File: config.mk
export PLATFORM = sky130hd
export DESIGN_NAME = jbl_join_button_led
export DESIGN_NICKNAME = d
export VERILOG_FILES = /design/src/verilog/jbl_pkg.sv /design/src/verilog/jbl_join_button_led.sv
export SDC_FILE = /design/constraint.sdc
export NUM_CORES = 1
export LEC_CHECK = 0
export ABC_CLOCK_PERIOD_IN_PS = 5000
export BUFFER_PORTS_ARGS = -buffer_cell sky130_fd_sc_hd__buf_4
export CAP_MARGIN = 30
export CORE_ASPECT_RATIO = 2
export CORE_MARGIN = 1
export CORE_UTILIZATION = 50
export CTS_BUF_LIST = sky130_fd_sc_hd__clkbuf_16
export DETAILED_ROUTE_END_ITERATION = 10
export PLACE_DENSITY = 0.66
export SLEW_MARGIN = 20
export SYNTH_ARGS = -nofsm -noshare
export SYNTH_HDL_FRONTEND = slang
export SYNTH_SLANG_ARGS = --single-unit
File: constraint.sdc
create_clock -name clk_sys -period 5 [get_ports clk_sys]
set_input_delay 0.25 -clock clk_sys [delete_from_list [all_inputs] [get_ports clk_sys]]
set_output_delay 0.25 -clock clk_sys [all_outputs]
set_load 0.01 [all_outputs]
File: src/verilog/jbl_pkg.sv
package jbl_pkg;

  // ----------------------------------------------------------------
  // Timing
  // ----------------------------------------------------------------
  localparam int unsigned CLK_HZ        = 20_000_000;
  localparam int unsigned MS_PER_S      = 1000;
  localparam int unsigned CYC_PER_MS    = CLK_HZ / MS_PER_S;
  localparam int unsigned GENKEY_HOLD_MS = 30_000;
  localparam int unsigned JOIN_LIMIT_MS  = 30_000;
  localparam int unsigned RST_HOLD_MS    = 3_000;
  localparam int unsigned RST_QUIET_MS   = 3_000;
  localparam int unsigned PULSE_MIN_MS   = 100;
  localparam int unsigned PULSE_MAX_MS   = 2_000;
  localparam int unsigned SHORT_MAX_MS   = 2_000;
  localparam int unsigned GAP_END_MS     = 2_000;
  localparam int unsigned QUICK_MS       = 125;
  localparam int unsigned SLOW_MS        = 500;
  localparam int unsigned DEBOUNCE_MS    = 20;

  // ----------------------------------------------------------------
  // Counts of presses and blinks
  // ----------------------------------------------------------------
  localparam logic [2:0] PRESS_JOIN   = 3'h1;
  localparam logic [2:0] PRESS_TEST   = 3'h3;
  localparam logic [2:0] PRESS_RESET  = 3'h4;
  localparam logic [3:0] DONE_BLINKS  = 4'h6;
  localparam logic [3:0] FAIL_BLINKS  = 4'h3;
  localparam logic [1:0] TEST_GROUPS  = 2'h3;
  localparam logic [1:0] RESET_GROUP  = 2'h3;

  // Key configuration reported by the key store
  localparam logic [1:0] KEY_NONE  = 2'h0;
  localparam logic [1:0] KEY_NODE  = 2'h1;
  localparam logic [1:0] KEY_ADMIN = 2'h2;

  // ----------------------------------------------------------------
  // Types
  // ----------------------------------------------------------------
  typedef enum logic [9:0] {
    LED_IDLE    = 10'h001,
    LED_ADMJOIN = 10'h002,
    LED_NODJOIN = 10'h004,
    LED_XFER    = 10'h008,
    LED_DONE    = 10'h010,
    LED_CANCEL  = 10'h020,
    LED_FAIL    = 10'h040,
    LED_LONG    = 10'h080,
    LED_TEST    = 10'h100,
    LED_RESET   = 10'h200
  } jbl_led_e;

  typedef enum logic [4:0] {
    PB_IDLE  = 5'h01,
    PB_HIGH  = 5'h02,
    PB_LOW   = 5'h04,
    PB_LONG  = 5'h08,
    PB_QUIET = 5'h10
  } jbl_pb_e;

  typedef struct packed {
    logic joinReq;
    logic genKeyReq;
    logic testReq;
    logic factoryReq;
  } jbl_cmd_s;

  typedef struct packed {
    logic       joinActive;
    logic       isAdmin;
    logic       xferActive;
    logic       xferDone;
    logic       xferFail;
    logic       joinCancel;
    logic       radioActive;
    logic [1:0] keyState;
  } jbl_stat_s;

endpackage : jbl_pkg

File: src/verilog/jbl_join_button_led.sv
`timescale 1ns/1ps
// Function
// - Administrator search shows repeating double quick blink, up to 30 s or join end.
// - Node search shows repeating single quick blink for the same bounded period.
// - Key transfer shows continuous quick blinking while it lasts.
// - Key transfer completion shows six slow blinks, then stops.
// - Otherwise indicator is on while the button is sampled high.
// - Join cancel shows one group of two quick blinks, not repeated.
// - Key share or get failure shows slow blink three times.
// - After long hold, repeat slow blink plus two quick blinks while held.
// - Key test shows one, two or three quick blinks per group, three groups.
// - Normal operation: off when idle, on during packet transmit or receive.
// - One short press starts a join, or cancels one in progress.
// - Holding the button 30 s triggers key and address generation.
// - Three short presses trigger the key and address test.
// - Four brief pulses then hold over 3 s request factory reset.
// - Each reset pulse phase, high and low, lasts 0.1 to 2 s.
// - Once reset sequence recognised, blink in groups of three until release.
// - After release, restore factory settings and restart, serial rate 9600.
// - Bad reset timing is ignored; retry only after 3 s low (when a fifth press such as the hold ends the sequence, 2 s low suffices).
// - During the key generation hold, indicator stays on before 30 s.
module jbl_join_button_led
  import jbl_pkg::*;
#(
  parameter int unsigned GENKEY_CYC = GENKEY_HOLD_MS * CYC_PER_MS,
  parameter int unsigned JOIN_CYC   = JOIN_LIMIT_MS * CYC_PER_MS,
  parameter int unsigned RHOLD_CYC  = RST_HOLD_MS * CYC_PER_MS,
  parameter int unsigned QUIET_CYC  = RST_QUIET_MS * CYC_PER_MS,
  parameter int unsigned PMIN_CYC   = PULSE_MIN_MS * CYC_PER_MS,
  parameter int unsigned PMAX_CYC   = PULSE_MAX_MS * CYC_PER_MS,
  parameter int unsigned SHORT_CYC  = SHORT_MAX_MS * CYC_PER_MS,
  parameter int unsigned GAP_CYC    = GAP_END_MS * CYC_PER_MS,
  parameter int unsigned QUICK_CYC  = QUICK_MS * CYC_PER_MS,
  parameter int unsigned SLOW_CYC   = SLOW_MS * CYC_PER_MS,
  parameter int unsigned DEB_CYC    = DEBOUNCE_MS * CYC_PER_MS
)(
  input  wire logic      clk_sys,          // 20 MHz system clock
  input  wire logic      reset_n,          // Async active-low reset
  input  wire logic      joinButtonInput,  // Pushbutton, high when pressed
  input  wire jbl_stat_s stat,             // Join engine and radio status
  output logic           statusLedOutput,  // Indicator LED
  output jbl_cmd_s       cmd               // One-cycle function requests
);

  localparam int CW = 30;

  // ----------------------------------------------------------------
  // State
  // ----------------------------------------------------------------
  typedef struct packed {
    logic          sync1;
    logic          sync2;
    logic          deb;
    logic [CW-1:0] debCnt;
    jbl_pb_e       pb;
    logic [CW-1:0] pbCnt;
    logic [2:0]    presses;
    logic          seqOk;
    logic          genSent;
    jbl_led_e      led;
    logic [CW-1:0] ledCnt;
    logic [CW-1:0] joinCnt;
    logic [3:0]    step;
    logic [3:0]    stepMax;
    logic [1:0]    group;
    logic          ledOn;
    jbl_cmd_s      cmd;
  } jbl_state_s;

  jbl_state_s state_q;
  jbl_state_s state_d;
  logic       rstSync1_q;
  logic       rstSync2_q;

  // ----------------------------------------------------------------
  // Reset release
  // ----------------------------------------------------------------
  always_ff @(posedge clk_sys or negedge reset_n)
  begin
    if (!reset_n)
    begin
      rstSync1_q <= 1'b0;
      rstSync2_q <= 1'b0;
    end
    else
    begin
      rstSync1_q <= 1'b1;
      rstSync2_q <= rstSync1_q;
    end
  end

  // Pattern step helper: returns phase length of blink step
  function automatic logic [CW-1:0] phaseLen(input logic slow);
    phaseLen = slow ? CW'(SLOW_CYC) : CW'(QUICK_CYC);
  endfunction : phaseLen

  function automatic logic [CW-1:0] cyc(input int unsigned n);
    cyc = CW'(n);
  endfunction : cyc

  // ----------------------------------------------------------------
  // Next state
  // ----------------------------------------------------------------
  always_comb
  begin
    logic       pbEdgeUp;
    logic       phaseEnd;
    logic       slowStep;
    jbl_cmd_s   fire;
    pbEdgeUp = 1'b0;
    phaseEnd = 1'b0;
    slowStep = 1'b0;
    fire     = '0;
    state_d  = state_q;

    // Synchroniser then debounce
    state_d.sync1 = joinButtonInput;
    state_d.sync2 = state_q.sync1;
    if (state_q.sync2 == state_q.deb)
      state_d.debCnt = '0;
    else if (state_q.debCnt >= cyc(DEB_CYC))
    begin
      state_d.deb    = state_q.sync2;
      state_d.debCnt = '0;
      pbEdgeUp       = state_q.sync2;
    end
    else
      state_d.debCnt = state_q.debCnt + 1'b1;

    // Press sequence decoding
    state_d.pbCnt = state_q.pbCnt + 1'b1;
    unique case (state_q.pb)
      PB_IDLE:
        if (pbEdgeUp)
        begin
          state_d.pb      = PB_HIGH;
          state_d.pbCnt   = '0;
          state_d.presses = '0;
          state_d.seqOk   = 1'b1;
        end
      PB_HIGH:
        if (state_d.deb == 1'b0)
        begin
          state_d.pb      = PB_LOW;
          state_d.pbCnt   = '0;
          state_d.presses = state_q.presses + 1'b1;
          if (state_q.pbCnt < cyc(PMIN_CYC) || state_q.pbCnt > cyc(PMAX_CYC))
            state_d.seqOk = 1'b0;
          if (state_q.pbCnt > cyc(SHORT_CYC))
            state_d.presses = '0;
        end
        else if (state_q.presses == PRESS_RESET && state_q.seqOk
                 && state_q.pbCnt > cyc(RHOLD_CYC))
        begin
          state_d.pb  = PB_LONG;
          state_d.led = LED_RESET;
        end
        else if (state_q.presses == 3'h0 && state_q.pbCnt >= cyc(GENKEY_CYC))
        begin
          state_d.pb      = PB_LONG;
          state_d.led     = LED_LONG;
          state_d.genSent = 1'b0;
        end
      PB_LOW:
        if (pbEdgeUp)
        begin
          state_d.pb    = PB_HIGH;
          state_d.pbCnt = '0;
          if (state_q.pbCnt < cyc(PMIN_CYC) || state_q.presses > PRESS_RESET)
            state_d.seqOk = 1'b0;
        end
        else if (state_q.pbCnt >= cyc(GAP_CYC))
        begin
          state_d.pb = PB_IDLE;
          if (state_q.presses == PRESS_JOIN)
            fire.joinReq = 1'b1;
          else if (state_q.presses == PRESS_TEST)
            fire.testReq = 1'b1;
          else if (state_q.presses == PRESS_RESET)
          begin
            state_d.pb    = PB_QUIET;
            state_d.pbCnt = '0;
          end
        end
      PB_LONG:
      begin
        if (state_q.led == LED_LONG && !state_q.genSent)
        begin
          fire.genKeyReq  = 1'b1;
          state_d.genSent = 1'b1;
        end
        if (state_d.deb == 1'b0)
        begin
          if (state_q.led == LED_RESET)
            fire.factoryReq = 1'b1;
          state_d.led   = LED_IDLE;
          state_d.pb    = PB_QUIET;
          state_d.pbCnt = '0;
        end
      end
      PB_QUIET:
        if (state_d.deb)
          state_d.pbCnt = '0;
        else if (state_q.pbCnt >= cyc(QUIET_CYC))
          state_d.pb = PB_IDLE;
    endcase
    state_d.cmd = fire;

    // Indicator pattern selection: events start patterns
    if (state_q.led != LED_LONG && state_q.led != LED_RESET)
    begin
      if (stat.joinCancel)
        state_d.led = LED_CANCEL;
      else if (stat.xferFail)
        state_d.led = LED_FAIL;
      else if (stat.xferDone)
        state_d.led = LED_DONE;
      else if (stat.xferActive)
        state_d.led = LED_XFER;
      else if (fire.testReq)
        state_d.led = LED_TEST;
      else if (stat.joinActive && state_q.led == LED_IDLE && state_q.joinCnt == '0)
        state_d.led = stat.isAdmin ? LED_ADMJOIN : LED_NODJOIN;
    end
    if (state_d.led == LED_TEST)
      unique case (stat.keyState)
        KEY_NODE:  state_d.stepMax = 4'h4;
        KEY_ADMIN: state_d.stepMax = 4'h6;
        default:   state_d.stepMax = 4'h2;
      endcase

    // Join search window
    if (!stat.joinActive)
      state_d.joinCnt = '0;
    else if (state_q.joinCnt < cyc(JOIN_CYC))
      state_d.joinCnt = state_q.joinCnt + 1'b1;

    // Steps: even step = on, odd step = off; extra steps are gaps
    slowStep = (state_q.led == LED_DONE) || (state_q.led == LED_FAIL)
               || (state_q.led == LED_LONG && state_q.step < 4'h2);
    phaseEnd = (state_q.ledCnt >= phaseLen(slowStep));
    if (state_q.led != LED_IDLE)
      state_d.ledCnt = phaseEnd ? '0 : state_q.ledCnt + 1'b1;
    if (phaseEnd)
      state_d.step = state_q.step + 1'b1;

    unique case (state_q.led)
      LED_IDLE:
        state_d.ledOn = state_q.deb || stat.radioActive;
      LED_ADMJOIN, LED_NODJOIN:
      begin
        if (phaseEnd && state_q.step == (state_q.led == LED_ADMJOIN ? 4'h7 : 4'h5))
          state_d.step = '0;
        state_d.ledOn = !state_q.step[0] &&
                        state_q.step < (state_q.led == LED_ADMJOIN ? 4'h4 : 4'h2);
        if ((!stat.joinActive || state_q.joinCnt >= cyc(JOIN_CYC))
            && state_d.led == state_q.led)
          state_d.led = LED_IDLE;
      end
      LED_XFER:
      begin
        state_d.ledOn = !state_q.step[0];
        if (!stat.xferActive && state_d.led == state_q.led)
          state_d.led = LED_IDLE;
      end
      LED_DONE, LED_FAIL, LED_CANCEL:
      begin
        state_d.ledOn = !state_q.step[0];
        if (phaseEnd && state_q.step == ((state_q.led == LED_DONE ? DONE_BLINKS :
            state_q.led == LED_FAIL ? FAIL_BLINKS : 4'h2) * 4'h2 - 4'h1))
          state_d.led = LED_IDLE;
      end
      LED_LONG:
      begin
        state_d.ledOn = !state_q.step[0] && state_q.step < 4'h6;
        if (phaseEnd && state_q.step == 4'h7)
          state_d.step = '0;
      end
      LED_TEST, LED_RESET:
      begin
        state_d.ledOn = !state_q.step[0] &&
          state_q.step < (state_q.led == LED_RESET ? 4'h6 : state_q.stepMax);
        if (phaseEnd && state_q.step == (state_q.led == LED_RESET ? 4'h7
                                          : state_q.stepMax + 4'h1))
        begin
          state_d.step  = '0;
          state_d.group = state_q.group + 1'b1;
          if (state_q.led == LED_TEST && state_q.group == TEST_GROUPS - 2'h1)
            state_d.led = LED_IDLE;
          else if (state_q.led == LED_RESET && state_q.group == RESET_GROUP)
            state_d.group = '0;
        end
      end
    endcase

    // Done last so the phase stepping above cannot leak into a new pattern
    if (state_d.led != state_q.led)
    begin
      state_d.ledCnt = '0;
      state_d.step   = '0;
      state_d.group  = '0;
    end
  end

  always_ff @(posedge clk_sys or negedge rstSync2_q)
  begin
    if (!rstSync2_q)
    begin
      state_q         <= '0;
      state_q.pb      <= PB_IDLE;
      state_q.led     <= LED_IDLE;
      state_q.stepMax <= 4'h2;
    end
    else
      state_q <= state_d;
  end

  assign statusLedOutput = state_q.ledOn;
  assign cmd             = state_q.cmd;

endmodule : jbl_join_button_led

# == Word-level counts from Yosys, hierarchy flattened ==
# Index checks and enable logic that the tools add are counted.
# totals
regBits,160
in_bits,12
out_inout_bits,5
word_cells,227
# classes
n_addsub,9
magnitude_cmp,15
eq_ne,48
muxes,87
reduce_logical,46
# op_table
op,count
$mux 30,8
$mux 35,6
$pmux 35 s5,1
$mux 10,14
$add 30x1->30 const B,4
$ge 30x26->1 const B,2
$ge 30x30->1 const B,2
$gt 30x26->1 const B,2
$pmux 10 s4,1
$mux 39,1
$mux 34,1
$ge 30x19->1 const B,1
$ge 30x24->1,1
$logic_not 30->1,1
$lt 30x21->1 const B,1
$lt 30x30->1 const B,1
$mux 4,7
$mux 5,5
$mux 1,24
$mux 24,1
$ne 2x2->1 const B,12
$mux 11,2
$pmux 11 s2,1
$eq 10x9->1 const B,2
other kinds (59),104

# == Logic depth before layout (Yosys ltp) ==
# depth
depth_word,20
mapped_depth,21
depth_no_buf,19

# == Least setup slack after synthesis ==
# Ideal clock, no wire load.
# synth_path
path_type,flip-flop to flip-flop
from,register state_q[77] (netlist bit)
to,register state_q[52] (netlist bit)
setup_ns,0.138
arrival_time_ns,5.003
t_required_ns,4.862
slack_ns,-0.141
path_stages_with_launch,20
n_path_buf,3
synth_period_minus_slack_ns,5.141
path_cell_list,dfrtp_1 > clkbuf_1 > nor3_1 > nand4_1 > o41ai_1 > inv_1 > ha_1 > nor4b_1 > nand3_1 > nor4_1 > nor3_1 > nor3_1 > a2111oi_0 > o21ai_0 > nand4_1 > a41oi_1 > o211a_1 > clkbuf_1 > clkbuf_1 > nor4_1
# synth_between
elab_chain_len,17
elab_cells_between_ends,59
classes_between,add/sub (1); order compare (1); eq/ne (17); mux (25); reduce/logical (15)
# synth_rtl
element,line,text
start: declaration,jbl_join_button_led.sv:70,jbl_state_s state_q;
start signal: assignment,jbl_join_button_led.sv:315,state_q <= state_d;
$mux 11,jbl_join_button_led.sv:158,else if (state_q.presses == 3'h0 && state_q.pbCnt >= cyc(GENKEY_CYC))
$mux 10,jbl_join_button_led.sv:152,else if (state_q.presses == PRESS_RESET && state_q.seqOk
$mux 11,jbl_join_button_led.sv:142,if (state_d.deb == 1'b0)
$pmux 11 s2,jbl_join_button_led.sv:132,unique case (state_q.pb)
$mux 10,jbl_join_button_led.sv:222,else if (stat.joinActive && state_q.led == LED_IDLE && state_q.joinCnt == '0)
$mux 10,jbl_join_button_led.sv:220,else if (fire.testReq)
$mux 10,jbl_join_button_led.sv:218,else if (stat.xferActive)
$mux 10,jbl_join_button_led.sv:216,else if (stat.xferDone)
$mux 10,jbl_join_button_led.sv:214,else if (stat.xferFail)
$mux 10,jbl_join_button_led.sv:212,if (stat.joinCancel)
$mux 10,jbl_join_button_led.sv:210,if (state_q.led != LED_LONG && state_q.led != LED_RESET)
$eq 10x10->1,"jbl_join_button_led.sv:257, jbl_join_button_led.sv:263",
"$logic_and 1x1->1, on equally long branches","jbl_join_button_led.sv:263, jbl_join_button_led.sv:257",
"$mux 10, on equally long branches","jbl_join_button_led.sv:263, jbl_join_button_led.sv:256",
$pmux 10 s4,jbl_join_button_led.sv:247,unique case (state_q.led)
$ne 10x10->1,jbl_join_button_led.sv:297,if (state_d.led != state_q.led)
$mux 30 / $reduce_bool 2->1 (equally long branches),-,
# Several ways; a longest one is shown, not always the timed one. The select of a mux whose other input is x is not followed.
# A chain may end at the register's enable or synchronous reset.

==> results by group <==
Worst setup path
  – Crit Path Category: register to register
  – CP max-delay cell: or4_1
  – Crit path DAT: around 4900 ps
  – Worst setup SP type: register
  – Critical path depth: 21
  – Worst R2R Path Depth: 21
  – CP top delay family: simple AND/OR/NAND/NOR gates
  – FF-to-FF End: state_q[47]$_DFFE_PN0P_
  – CP max FO: 31
  – CP max stage delay: 570 ps
  – Worst setup startpoint: state_q[84]$_DFF_PN0_
  – Worst path cell trace: or4_1, nor2_1, and2_1, nand2_1, o41ai_4, inv_2, ha_1, nor4b_1, nand3_1, nor4_2, nor3_1, nor3_1, a2111oi_2, o21ai_2, nand4_1, a41oi_1, buf_4, a31oi_1, a211oi_4, buf_12, nor4_1
  – CP Buf/Inv Count: 3
  – Required @ worst endpoint: roughly 5300 ps
  – Crit end category: register
  – Worst r2r src: state_q[84]$_DFF_PN0_
  – CP most frequent cell: nor3_1
  – Worst R2R Setup Slack: ~350 ps

Logic synthesis
  – EDFF count, synth: 0
  – FF+latch count, synth: 158
  – Area share of the largest cell type after synthesis: 40.0%
  – Synth Area per Inst: 8.67 µm²
  – Main combinational cell family by area after synthesis: simple AND/OR/NAND/NOR gates
  – Async SR Flop Fraction: between 90% and 100%
  – Yosys cell types: 80
  – Main area contributors after synthesis: dfrtp_1 (40%), o21ai_0 (4.5%), nand2_1 (4.5%), ha_1 (4.1%), nor2_1 (3.8%)
  – Compound-Gate Fraction of Synth Area: ~14%
  – Post-synthesis adder-cell area fraction: 4.12%
  – Commonest cells in the netlist: dfrtp_1 (155), nand2_1 (116), nor2_1 (99), o21ai_0 (88), nand3_1 (56)
  – Count leader, synth: dfrtp_1
  – Simple-gate share of the synthesized area: between 20% and 30%
  – Register area share after synthesis: 40.8%
  – Synth warn: 0
  – Top FF cell, synth: dfrtp_1
  – Synth Area in XOR/XNOR: 6.50%
  – Multiplexer share of the synthesized area: 0.748%
  – Post-Syn Instances: about 1,100
  – Synth Cell Area: 0.00971 mm²
  – Top cell type by total area after synthesis: dfrtp_1

Final layout
  – Fillers: between 1,500 and 2,000
  – Post-route insts no fill: 1,415
  – Number of antenna diodes: 0
  – Syn-to-layout area delta: 12.3%
  – Share of cells above drive strength 1: 10.3%
  – Layout Nets: about 1,200

Place
  – Number of buffers added on ports: 16
  – DP HPWL: 18.0 mm
  – Inst Count DP: ~1,400
  – GP Congestion: 0.953
  – Worst slack, placed: -20.4 ps

Pwr
  – P_sw: about 1.4 mW
  – Max VDD drop: around 0.00025 V
  – Logic pwr share: between 20% and 30%
  – Switching fraction of total power: between 30% and 40%
  – PwrDens: between 300 and 400 mW/mm²
  – Clock share of power: around 35%
  – Pint: between 2 and 2.5 mW
  – Flop pwr share: between 30% and 40%
  – Lkg Pwr: 4.69 nW

Global route
  – Number of global-route vias before repair: between 8,000 and 9,000
  – Total GRT Usage: 26.7%
  – Largest net degree at the start of global routing: 63
  – Initial antenna violation count: 0
  – Grt total ovfl: 0
  – Global-route wire length before repair: 41.7 mm

STA
  – Crit share post-route: about 93%
  – Worst-Margin Slew: 791 ps
  – Setup Viol. Count Final: 0
  – Final setup margin: roughly 350 ps
  – Slew Viols, Final: 0
  – Setup repair after global routing missed its margin: false
  – Clk_skew: between 10 and 15 ps
  – Min Clock Period, post-route: between 4000 and 5000 ps
  – Relative slew slack: 47.3%
  – Final hold viol count: 0
  – F_max: roughly 220 MHz

Min path
  – Hold Crit Endpoint: state_q[8]$_DFFE_PN1N_
  – HP Class: input pin to register
  – Hold Path Depth: 3
  – HP Start: stat[0]

Floorplan
  – Die width: 101 µm
  – Rows: between 70 and 80
  – Initial Util: 51.3%
  – Ports: 17
  – Die Y: 199 µm
  – Die ar.: 0.0200 mm²
  – Core ar.: 0.0189 mm²

Drt
  – DRC: 0
  – Antenna Nets Post-Route: 0
  – Routed wire per std cell: about 18 µm
  – Via count: 8,462
  – DRC violation total after the first TritonRoute iteration: 437
  – Drt pass-1 iters: 6
  – Routed vias/inst: about 6
  – Final WL: ~25 mm

Clocking
  – CTS Root Cell: clkbuf_16
  – H-tree Lvls: 4
  – Inserted Clock Buffers: 17
  – Reg clk slew, reported paths: ~70 ps
  – TritonCTS clock tree: built
  – Setup Fix Bufs, Post-CTS: 0
  – Clk buf depth: 2
  – Clk sink count: approximately 160
  – Worst skew pair latency: roughly 430 ps

Flow run
  – Max-cap violation count: 0

Status
  – Outcome: completed
## kinds of logic (layout without fill, tap and decap cells)
| group | after synthesis | in the layout |
|---|---|---|
| muxes | 7 | 7 |
| and+or+nand+nor | 539 | 539 |
| adders and majority gates | 32 | 32 |
| AOI/OAI and AO/OA | 216 | 216 |
| buffers and inverters | 94 | 124 |
| xor gates and xnor gates | 72 | 72 |
| other | 2 | 12 |
| DFF | 158 | 158 |
## state kept, by name, summed over array words and instances, names as in the netlist
| register | cells |
|---|---|
| state_q | 150 |
| cmd | 4 |
| rstSync1_q | 1 |
| rstSync2_q | 1 |
| state_d | 1 |
| statusLedOutput | 1 |
## what timing repair did
action | 4_1_cts | 5_1_grt
resized for setup | 1 | 7
hold buffers | 2 | 0
setup endpoints to repair | 12 | 31
endpoints found under the hold margin | 3 | 0
## worst max-delay path by stage
stage	endpoint	slack, ps
after floorplan	state_q[52]$_DFFE_PN0P_	140
after global placement	state_q[14]$_DFF_PN0_	80
after detailed placement	state_q[14]$_DFF_PN0_	-20
after CTS	state_q[14]$_DFF_PN0_	100
after global routing	state_q[47]$_DFFE_PN0P_	9
final	state_q[47]$_DFFE_PN0P_	350
## per-layer routing
layer | vias to the layer above | part of all wire [%] | GRT usage (%)
li1 | 4080 | - | -
met1 | 4147 | 37 | 28.0
met2 | 167 | 56 | 50.2
met3 | 68 | 2.7 | 3.69
met4 | 0 | 4.2 | 14.8
met5 | - | 0 | 0
## tightest hold or removal path, delay by kind of cell
family                   cells  cell delay [ps]
multiplexers                 1               60
adder cells (fa/ha/maj)      1              130
buffers and inverters        1               80
## power groups by stage
stage          Clock, mW  Sequential (mW)  Combinational (mW)
2_1_floorplan          0             1.43               0.769
3_3_place_gp           0             1.44                1.08
3_5_place_dp           0             1.44                1.08
4_1_cts             1.36             1.42                1.09
5_1_grt             1.42             1.43                1.19
6_report            1.33             1.42                1.09
## cells in the final DEF, fill, tap and decap left out, types with 6 or more instances in the layout
cell type    n
dfrtp_1    154
nand2_1    116
nor2_1      99
o21ai_0     87
nand3_1     56
buf_4       49
nor4_1      45
and2_1      41
a21oi_1     40
inv_1       38
and3_1      38
xor2_1      38
nor3_1      34
xnor2_1     34
ha_1        32
nand4_1     24
clkbuf_16   17
or3_1       15
a31oi_1     14
conb_1      12
nor2b_1     11
a211oi_1    10
nand2b_1     8
nor3b_1      6
## final cells by class
class / count / area [µm²] / area share (%)
clock buffer: 17 / 425 / 3.90
clock inverter: 15 / 174 / 1.59
inverter: 39 / 146 / 1.34
multi-input combinational: 878 / 5460 / 50.1
sequential: 158 / 3960 / 36.3
tap: 255 / 319 / 2.93
timing repair buffer: 53 / 419 / 3.84
## per-stage QoR
step	setup TNS (ps)	hold WS, ps	total power [mW]	instance area (µm²)	util [%]
after floorplan	0	-45.6	2.20	9750	-
after global placement	0	32.2	2.52	10200	54.1
after detailed placement	-37.5	32.9	2.53	10200	54.1
after global routing	0	113	4.04	10900	57.6
final	0	103	3.85	10900	57.6
after CTS	0	90.9	3.87	10900	57.5
(Power assumes the default switching activity.)
